`src/inc/flow_ctrl_pkg.sv`:
```
// flow_ctrl_pkg: constants, register map and op kinds for the program flow core
// assumes a single 10 MHz system clock and a decoded instruction supplied by program memory
package flow_ctrl_pkg;

  // ==========================================================
  // widths and sizes
  localparam int PC_W = 13;
  localparam int PC_HI_W = 5;
  localparam int DATA_W = 8;
  localparam int STACK_DEPTH = 8;
  localparam int SP_W = 4;
  localparam int WB_ADR_W = 4;

  // ==========================================================
  // vectors and reset values
  localparam logic [12:0] RESET_VECTOR = 13'h0000;
  localparam logic [12:0] INT_VECTOR = 13'h0004;
  localparam logic [3:0] SP_RESET = 4'h0;
  localparam logic [3:0] SP_FULL = 4'h8;
  localparam logic [7:0] ACC_RESET = 8'h00;

  // ==========================================================
  // register map, byte addresses
  localparam logic [3:0] PC_LOW_BYTE_OFS = 4'h0;
  localparam logic [3:0] CORE_STATE_OFS = 4'h4;
  // core state field positions
  localparam int CS_ACC_LSB = 0;
  localparam int CS_CARRY_BIT = 8;
  localparam int CS_ZERO_BIT = 9;
  localparam int CS_IRQ_BIT = 10;

  // ==========================================================
  // cycle phases, one instruction cycle
  typedef enum logic [1:0] {
    PH_T1 = 2'b00,
    PH_T2 = 2'b01,
    PH_T3 = 2'b10,
    PH_T4 = 2'b11
  } phase_e;

  // decoded operation kinds
  typedef enum logic [3:0] {
    OP_NOP = 4'b0000,
    OP_JUMP = 4'b0001,
    OP_CALL = 4'b0010,
    OP_SUB_RETURN = 4'b0011,
    OP_INT_RETURN = 4'b0100,
    OP_SKIP_ZERO = 4'b0101,
    OP_ADD = 4'b0110,
    OP_SUB = 4'b0111,
    OP_AND = 4'b1000,
    OP_OR = 4'b1001,
    OP_XOR = 4'b1010,
    OP_ROT_RIGHT = 4'b1011,
    OP_ROT_LEFT = 4'b1100,
    OP_INC = 4'b1101,
    OP_DEC = 4'b1110,
    OP_LOAD = 4'b1111
  } op_kind_e;

endpackage : flow_ctrl_pkg

```
`src/rtl/mcu_program_flow_control.sv`:
```
// mcu_program_flow_control: phase generator, fetch/execute pipeline, program counter,
// return stack and accumulator alu of a small 8-bit controller
// assumes program memory answers with decoded fields for pm_addr within one clock,
// interrupt requests arrive from logic on sys_clk, registers over classic wishbone
//
// Function
// - four non-overlapping phases form one instruction cycle
// - counter advances and fetch happens at phase one
// - fetch overlaps execute; extended ops take two
// - branches cost one extra cycle
// - non-branching instruction advances counter by one
// - 13-bit counter, only low byte software visible
// - jump, call, interrupt, reset load target directly
// - taken skip discards prefetch, runs idle cycle
// - low byte write jumps within page, idle cycle
// - eight-level hidden stack holds counter values only
// - hidden stack pointer resets to zero, stack empty
// - call or interrupt acknowledge pushes counter
// - returns pop stack into counter
// - full stack defers interrupt acknowledge until return
// - call on full stack overflows, loses oldest
// - eight-bit alu works through accumulator
// - alu writes result; only add, sub update both carry and zero
//
// Register access over Wishbone and the placing of the registers were decided locally.
`timescale 1ns/1ns
module mcu_program_flow_control import flow_ctrl_pkg::*; (
  // clock and reset
  input wire logic sys_clk,
  input wire logic rst_b,
  // wishbone slave
  input wire logic wb_cyc_i,
  input wire logic wb_stb_i,
  input wire logic wb_we_i,
  input wire logic [WB_ADR_W-1:0] wb_adr_i,
  input wire logic [3:0] wb_sel_i,
  input wire logic [31:0] wb_dat_i,
  output logic [31:0] wb_dat_o,
  output logic wb_ack_o,
  // program memory
  output logic [PC_W-1:0] pm_addr,
  input wire logic [3:0] pm_op_kind,
  input wire logic pm_op_ext,
  input wire logic [PC_W-1:0] pm_op_target,
  input wire logic [DATA_W-1:0] pm_op_imm,
  // interrupt logic
  input wire logic irq_req,
  output logic int_ack,
  // phase and core state
  output logic [3:0] cycle_phase_clocks,
  output logic [DATA_W-1:0] acc_out
);

  // ==========================================================
  // state
  phase_e phase_r;
  logic [PC_W-1:0] pc_r;
  logic fetch_valid_r, exec_valid_r, ext_wait_r;
  op_kind_e fetch_kind_r, exec_kind_r;
  logic fetch_ext_r, exec_ext_r;
  logic [PC_W-1:0] fetch_target_r, exec_target_r;
  logic [DATA_W-1:0] fetch_imm_r, exec_imm_r;
  logic [PC_W-1:0] stack_r [STACK_DEPTH];
  logic [SP_W-1:0] sp_r;
  logic [DATA_W-1:0] acc_r;
  logic carry_r, zero_r, irq_pending_r;
  logic low_wr_pend_r;
  logic [DATA_W-1:0] low_wr_val_r;
  logic ack_r;
  logic [31:0] rdat_r;

  logic at_t1, at_t4, exec_go, stack_full, stack_empty;
  logic is_call, is_jump, is_ret, skip_taken, exec_branch, low_wr_apply, int_take, redirect;
  logic bus_wr, bus_rd, wr_low;
  logic [PC_W-1:0] ret_addr, stack_top;
  logic [8:0] alu_sum;

  // ==========================================================
  // phase generation
  assign at_t1 = (phase_r == PH_T1);
  assign at_t4 = (phase_r == PH_T4);

  always_ff @(posedge sys_clk or negedge rst_b) begin
    if (!rst_b) begin
      phase_r <= PH_T1;
    end else begin
      unique case (phase_r)
        PH_T1: phase_r <= PH_T2;
        PH_T2: phase_r <= PH_T3;
        PH_T3: phase_r <= PH_T4;
        PH_T4: phase_r <= PH_T1;
      endcase
    end
  end

  always_ff @(posedge sys_clk or negedge rst_b) begin
    if (!rst_b) begin
      cycle_phase_clocks <= 4'h1;
    end else begin
      cycle_phase_clocks <= {cycle_phase_clocks[2:0], cycle_phase_clocks[3]};
    end
  end

  // ==========================================================
  // decode of the executing instruction
  assign stack_full = (sp_r == SP_FULL);
  assign stack_empty = (sp_r == SP_RESET);
  assign stack_top = stack_empty ? RESET_VECTOR : stack_r[3'(sp_r - 4'h1)];
  assign exec_go = at_t4 && exec_valid_r && !(exec_ext_r && !ext_wait_r);
  assign is_jump = exec_go && (exec_kind_r == OP_JUMP);
  assign is_call = exec_go && (exec_kind_r == OP_CALL);
  assign is_ret = exec_go && (exec_kind_r == OP_SUB_RETURN || exec_kind_r == OP_INT_RETURN);
  assign skip_taken = exec_go && (exec_kind_r == OP_SKIP_ZERO) && (acc_r == ACC_RESET);
  assign exec_branch = is_jump || is_call || is_ret;
  assign low_wr_apply = at_t4 && low_wr_pend_r && !exec_branch;
  // interrupt waits for a free level and for a quiet pipeline slot
  assign int_take = at_t4 && irq_pending_r && !stack_full && !exec_branch && !low_wr_apply &&
                    !skip_taken && !(exec_valid_r && exec_ext_r && !ext_wait_r);
  assign redirect = exec_branch || low_wr_apply || int_take || skip_taken;
  // counter already points past the prefetched word
  assign ret_addr = pc_r - 13'h0001;
  assign int_ack = int_take;
  assign pm_addr = pc_r;
  assign acc_out = acc_r;

  // ==========================================================
  // program counter
  always_ff @(posedge sys_clk or negedge rst_b) begin
    if (!rst_b) begin
      pc_r <= RESET_VECTOR;
    end else if (at_t1 && !ext_wait_r) begin
      pc_r <= pc_r + 13'h0001;
    end else if (is_jump || is_call) begin
      pc_r <= exec_target_r;
    end else if (is_ret) begin
      pc_r <= stack_top;
    end else if (low_wr_apply) begin
      pc_r <= {pc_r[PC_W-1:DATA_W], low_wr_val_r};
    end else if (int_take) begin
      pc_r <= INT_VECTOR;
    end
  end

  // ==========================================================
  // fetch and execute stages
  always_ff @(posedge sys_clk or negedge rst_b) begin
    if (!rst_b) begin
      fetch_valid_r <= 1'b0;
      exec_valid_r <= 1'b0;
      fetch_kind_r <= OP_NOP;
      exec_kind_r <= OP_NOP;
      fetch_ext_r <= 1'b0;
      exec_ext_r <= 1'b0;
      fetch_target_r <= RESET_VECTOR;
      exec_target_r <= RESET_VECTOR;
      fetch_imm_r <= ACC_RESET;
      exec_imm_r <= ACC_RESET;
    end else if (at_t1 && !ext_wait_r) begin
      exec_valid_r <= fetch_valid_r;
      exec_kind_r <= fetch_kind_r;
      exec_ext_r <= fetch_ext_r;
      exec_target_r <= fetch_target_r;
      exec_imm_r <= fetch_imm_r;
      fetch_valid_r <= 1'b1;
      fetch_kind_r <= op_kind_e'(pm_op_kind);
      fetch_ext_r <= pm_op_ext;
      fetch_target_r <= pm_op_target;
      fetch_imm_r <= pm_op_imm;
    end else if (redirect) begin
      fetch_valid_r <= 1'b0;
    end
  end

  // extended instructions hold the pipeline for one more cycle
  always_ff @(posedge sys_clk or negedge rst_b) begin
    if (!rst_b) begin
      ext_wait_r <= 1'b0;
    end else if (at_t4 && exec_valid_r && exec_ext_r) begin
      ext_wait_r <= !ext_wait_r;
    end
  end

  // ==========================================================
  // return stack
  always_ff @(posedge sys_clk or negedge rst_b) begin
    if (!rst_b) begin
      sp_r <= SP_RESET;
      for (int i = 0; i < STACK_DEPTH; i++) begin
        stack_r[i] <= RESET_VECTOR;
      end
    end else if (is_call || int_take) begin
      if (stack_full) begin
        for (int i = 0; i < STACK_DEPTH - 1; i++) begin
          stack_r[i] <= stack_r[i+1];
        end
        stack_r[STACK_DEPTH-1] <= ret_addr;
      end else begin
        stack_r[3'(sp_r)] <= ret_addr;
        sp_r <= sp_r + 4'h1;
      end
    end else if (is_ret && !stack_empty) begin
      sp_r <= sp_r - 4'h1;
    end
  end

  // interrupt request flag, a new request wins over the acknowledge
  always_ff @(posedge sys_clk or negedge rst_b) begin
    if (!rst_b) begin
      irq_pending_r <= 1'b0;
    end else if (irq_req) begin
      irq_pending_r <= 1'b1;
    end else if (int_take) begin
      irq_pending_r <= 1'b0;
    end
  end

  // ==========================================================
  // accumulator alu
  always_comb begin
    alu_sum = 9'h000;
    if (exec_kind_r == OP_SUB) begin
      alu_sum = {1'b0, acc_r} + {1'b0, ~exec_imm_r} + 9'h001;
    end else begin
      alu_sum = {1'b0, acc_r} + {1'b0, exec_imm_r};
    end
  end

  always_ff @(posedge sys_clk or negedge rst_b) begin
    if (!rst_b) begin
      acc_r <= ACC_RESET;
      carry_r <= 1'b0;
      zero_r <= 1'b0;
    end else if (exec_go) begin
      unique case (exec_kind_r)
        OP_ADD, OP_SUB: begin
          acc_r <= alu_sum[7:0];
          carry_r <= alu_sum[8];
          zero_r <= (alu_sum[7:0] == ACC_RESET);
        end
        OP_AND: begin
          acc_r <= acc_r & exec_imm_r;
          zero_r <= ((acc_r & exec_imm_r) == ACC_RESET);
        end
        OP_OR: begin
          acc_r <= acc_r | exec_imm_r;
          zero_r <= ((acc_r | exec_imm_r) == ACC_RESET);
        end
        OP_XOR: begin
          acc_r <= acc_r ^ exec_imm_r;
          zero_r <= ((acc_r ^ exec_imm_r) == ACC_RESET);
        end
        OP_ROT_RIGHT: begin
          acc_r <= {carry_r, acc_r[7:1]};
          carry_r <= acc_r[0];
        end
        OP_ROT_LEFT: begin
          acc_r <= {acc_r[6:0], carry_r};
          carry_r <= acc_r[7];
        end
        OP_INC: begin
          acc_r <= acc_r + 8'h01;
          zero_r <= (acc_r == 8'hff);
        end
        OP_DEC: begin
          acc_r <= acc_r - 8'h01;
          zero_r <= (acc_r == 8'h01);
        end
        OP_LOAD: begin
          acc_r <= exec_imm_r;
        end
        OP_NOP, OP_JUMP, OP_CALL, OP_SUB_RETURN, OP_INT_RETURN, OP_SKIP_ZERO: begin
          acc_r <= acc_r;
        end
      endcase
    end
  end

  // ==========================================================
  // wishbone slave, one wait state, writes land with ack, unmapped reads zero
  assign bus_wr = wb_cyc_i && wb_stb_i && wb_we_i && ack_r;
  assign bus_rd = wb_cyc_i && wb_stb_i && !wb_we_i && !ack_r;
  assign wr_low = bus_wr && (wb_adr_i == PC_LOW_BYTE_OFS) && wb_sel_i[0];
  assign wb_ack_o = ack_r;
  assign wb_dat_o = rdat_r;

  always_ff @(posedge sys_clk or negedge rst_b) begin
    if (!rst_b) begin
      ack_r <= 1'b0;
      rdat_r <= 32'h0000_0000;
    end else begin
      ack_r <= wb_cyc_i && wb_stb_i && !ack_r;
      rdat_r <= 32'h0000_0000;
      if (bus_rd && wb_adr_i == PC_LOW_BYTE_OFS) begin
        rdat_r <= {24'h00_0000, pc_r[DATA_W-1:0]};
      end else if (bus_rd && wb_adr_i == CORE_STATE_OFS) begin
        rdat_r[CS_ACC_LSB +: DATA_W] <= acc_r;
        rdat_r[CS_CARRY_BIT] <= carry_r;
        rdat_r[CS_ZERO_BIT] <= zero_r;
        rdat_r[CS_IRQ_BIT] <= irq_pending_r;
      end
    end
  end

  // low byte write waits for a phase four with no branch executing, a new write wins
  always_ff @(posedge sys_clk or negedge rst_b) begin
    if (!rst_b) begin
      low_wr_pend_r <= 1'b0;
      low_wr_val_r <= ACC_RESET;
    end else if (wr_low) begin
      low_wr_pend_r <= 1'b1;
      low_wr_val_r <= wb_dat_i[DATA_W-1:0];
    end else if (low_wr_apply) begin
      low_wr_pend_r <= 1'b0;
    end
  end
endmodule : mcu_program_flow_control

```
`config.mk`:
```
export PLATFORM = sky130hd
export DESIGN_NAME = mcu_program_flow_control
export DESIGN_NICKNAME = d
export VERILOG_FILES = /design/src/inc/flow_ctrl_pkg.sv /design/src/rtl/mcu_program_flow_control.sv
export SDC_FILE = /design/constraint.sdc
export NUM_CORES = 1
export LEC_CHECK = 0
export BUFFER_PORTS_ARGS = -buffer_cell sky130_fd_sc_hd__buf_2
export CELL_PAD_IN_SITES_DETAIL_PLACEMENT = 0
export CELL_PAD_IN_SITES_GLOBAL_PLACEMENT = 2
export CORE_UTILIZATION = 41
export CTS_BUF_LIST = sky130_fd_sc_hd__clkbuf_8
export DETAILED_ROUTE_END_ITERATION = 7
export GPL_TIMING_DRIVEN = 0
export HOLD_SLACK_MARGIN = 0.15
export MAX_ROUTING_LAYER = met4
export PLACE_DENSITY = 0.91
export SYNTH_ARGS = -nofsm -noshare
export SYNTH_HDL_FRONTEND = slang
export SYNTH_SLANG_ARGS = --single-unit
```
`constraint.sdc`:
```
create_clock -name sys_clk -period 5.9 [get_ports sys_clk]
set_input_delay 0.59 -clock sys_clk [delete_from_list [all_inputs] [get_ports sys_clk]]
set_output_delay 0.59 -clock sys_clk [all_outputs]
set_load 0.05 [all_outputs]
```
==> results.toml <==
[critical_path]
rrSetupSlack_ps = 2020
worstSetupStartpointType = "flip-flop"
worst_setup_path_end_kind = "flip-flop"
cp.arrival_ps = 4320
cpLargestDelayFamily = "buffers and inverters"
slowest_stage = "buf_1"
critical_path.startpoint = "sp_r[1]"
crit_fanout = 10
r2r_end = "pm_addr[12]"
cp_cell_sequence = "clkinv_1 > ha_1 > clkbuf_1 > buf_1 > mux4_2 > mux2i_1 > nor2_1 > a21oi_1 > nor2_1 > a221o_1"
critPathBufInv = 3
path_class = "reg2reg"
reg2reg_from = "sp_r[1]"
rr_worst_depth = 10
crit_required_ps = 6340
cpPeakStageDelay_ps = 730
cp_common_cell = "nor2_1"

[detailed_routing]
drc = 0
dr.pass1.iters = 7
drt_iter0_markers = 1010
antenna_left = 0
wl_um = 41540
wl_per_cell_um = 21.93
vias = 10920
viasPerCell = 5.766

[clocking]
clockBufferDepth = 3
cts_root_buf = "clkbuf_8"
cts_max_level = 2
cts_tree = "yes"
cts_buffers = 40
worstSkewPairLatency_ps = 570
clock-sinks = 214
cts_hold_buffers = 1
cts_setup_buffers = 0
cts_resized = 0
clk_pin_slew_ps = 60

[hold_path]
holdPathStages = 3
min_from = "pm_op_imm[1]"
whs_endpoint = "fetch_imm_r[1]"
holdCritPathClass = "in2reg"

[synthesis]
synth_xor_xnor_area_share = 0.01843
synthFlopType = "dfrtp_1"
synth_cell_types = 87
synth_edf_count = 0
syn_area_um2 = 12360
yosys_warnings = 0
yosysSeqAreaShare = 0.4335
synthMuxAreaShare = 0.08678
async_flop_share = 1.000
synth_top_family_by_area = "compound AO/OA/AOI/OAI gates"
synthCells = 1329
ys_seq_elements = 214
synth_area_per_cell_um2 = 9.298
synth_compound_area_frac = 0.2000
synthAdderAreaFrac = 0.04070
synthSimpleGateAreaFrac = 0.1622

[power]
p_leak_uw = 0.006461
vdd_drop_max_uv = 192.2
p_per_area_nw_per_um2 = 467.0

[grt]
grt_overflow = 0
grt_pass1_vias = 10590
grt_max_degree = 117
gr-usage-all-layers = 0.2814
grt_pass1_wl_um = 64210
antenna_found_initial = 1

[floorplan]
core_area_um2 = 29640
die_w_um = 175.6
io_pins = 131
fp.dieArea_um2 = 30840
rows = 63
start_util = 0.4169
die_h_um = 175.6

[timing]
rsz0062_at_grt = "no"
setup_tns_ps = 0
slew_viol_final = 0
slew_headroom = 0.1252
finalHoldViolations = 0
fmax_mhz = 257.6
worstMarginPinSlew_ps = 1301
clock_skew_ps = 22.35
hold_slack_ps = 221.5
setup_viol = 0
fin_crit_sh = 0.6581
finalCriticalPeriod_ps = 3883

[placement]
dpl.hpwl_um = 30260
numPortBuffers = 82
routabilityCongestion = 0.9172
placed_cells = 1822

[run]
maxCapViolations = 0

[final_layout]
multi_input_area_um2 = 6364
drive_gt1_frac = 0.1735
diodes = 0
nets = 1586
synthToLayoutAreaGrowth_pct = 14.65
instances_no_fill = 1894
n_fill_cell = 2946
regArea_um2 = 5356

[status]
status = "complete, no violations"
cell type report:
cell class                 instances  area share
sequential                       214      0.3781
tap                              390     0.03444
inverter                          38     0.01007
clock inverter                    25     0.01060
timing repair buffer              84     0.03232
multi-input combinational        980      0.4492
buffer                           117     0.04063
clock buffer                      46     0.04469
how the worst max path moves through the flow:
stage,to,cells after the start,slack (ps)
after CTS,pm_addr[12],10,2100
after global placement,exec_imm_r[6],1,410
final,pm_addr[12],10,2020
after global routing,pm_addr[12],10,1900
after floorplan,zero_r,11,2780
after detailed placement,pm_addr[12],10,2110
report_power, final:
part | switching (uW) | leakage [uW] | internal [uW] | total [uW]
combinational | 1990 | 0.00319 | 1030 | 3010
clock | 670 | 0.000469 | 764 | 1430
sequential | 352 | 0.00280 | 1820 | 2170
total | 3010 | 0.00646 | 3610 | 6620
cell usage after synthesis, types with 5 or more instances:
master | count | area (um2)
mux4_2 | 27 | 608.1
buf_4 | 25 | 187.7
mux2_2 | 27 | 304.0
dfrtp_1 | 213 | 5330
inv_1 | 37 | 138.9
nor4_1 | 6 | 37.54
buf_2 | 22 | 110.1
xnor2_1 | 16 | 140.1
a2bb2oi_1 | 5 | 43.79
or4_1 | 6 | 45.04
nand3_1 | 19 | 95.09
nand4_1 | 5 | 31.28
and3_1 | 13 | 81.33
mux2i_1 | 16 | 160.2
nor2_1 | 66 | 247.7
nand2b_1 | 10 | 62.56
o31ai_1 | 6 | 45.04
nor2b_1 | 8 | 50.05
xor2_1 | 10 | 87.58
and2_1 | 7 | 43.79
ha_1 | 37 | 462.9
a211oi_1 | 5 | 37.54
o21ai_0 | 133 | 665.6
a221oi_1 | 6 | 52.55
o211ai_1 | 5 | 37.54
clkbuf_1 | 55 | 206.5
a22o_1 | 10 | 87.58
buf_1 | 13 | 48.80
a21o_1 | 6 | 45.04
a21oi_1 | 55 | 275.3
nor3_1 | 15 | 75.07
a222oi_1 | 5 | 50.05
a22oi_1 | 78 | 585.6
a221o_1 | 5 | 50.05
nand2_1 | 266 | 998.5
o22ai_1 | 10 | 62.56
per-layer routing:
layer	part of all wire	vias up	global-route usage	routed length, um
met4	0.025	0	0.08333	1048
met2	0.45	420	0.4127	18510
met1	0.46	5409	0.3909	18910
met3	0.074	78	0.05801	3068
met5	0	-	-	0
li1	-	5013	-	-
placed cells by master (no fill, tap or decap), types with 6 or more instances in the layout:
cell      instances
dfrtp_1         213
clkbuf_8         46
nand2_1         266
a22oi_1          78
xnor2_1          16
buf_1            13
nand2b_1         10
a21o_1            6
a22o_1           10
mux2i_1          16
ha_1             37
or4_1             6
buf_4            25
nor3_1           15
o31ai_1           6
and3_1           13
o21ai_0         133
inv_1            54
a221oi_1          6
and2_1            7
nor2b_1           8
mux2_2           27
conb_1           21
nand3_1          19
buf_2           103
o22ai_1          10
a21oi_1          55
clkbuf_1         55
nor2_1           66
xor2_1           10
mux4_2           27
sequential cells by signal (all words and copies together) (netlist names), 2 cells and up:
register / count
stack_r: 104
fetch_kind_r: 4
cycle_phase_clocks: 4
fetch_target_r: 13
exec_kind_r: 4
fetch_imm_r: 8
sp_r: 4
exec_target_r: 13
phase_r: 2
wb_dat_o: 11
acc_out: 8
low_wr_val_r: 8
exec_imm_r: 8
pm_addr: 13
through the flow:
step           worst slack, ps  power [uW]  utilization  area [um2]
3_3_place_gp             408.5        5144       0.4498       13330
2_1_floorplan             2779        4117            -       12430
6_report                  2017        6616       0.4780       14170
5_1_grt                   1898        7012       0.4780       14170
4_1_cts                   2102        6611       0.4778       14160
3_5_place_dp              2108        5156       0.4510       13370
worst register-to-register path, delay by kind of cell (launching register included):
family                     cells  cell delay [ps]
muxes                          2              840
buffers and inverters          3             1580
DFF                            1              370
and+or+nand+nor                2              160
AOI/OAI and AO/OA              2              420
adders and majority gates      1              410
kinds of logic (layout without fill, tap and decap cells):
group	after synthesis	count (layout)
adder cells (fa/ha/maj)	39	39
AO/OA/AOI/OAI	376	376
multiplexers	70	70
other	1	21
AND/OR/NAND/NOR	448	448
flip-flops	214	214
buffers and inverters	155	310
XOR/XNOR	26	26
(Power assumes the default switching activity.)
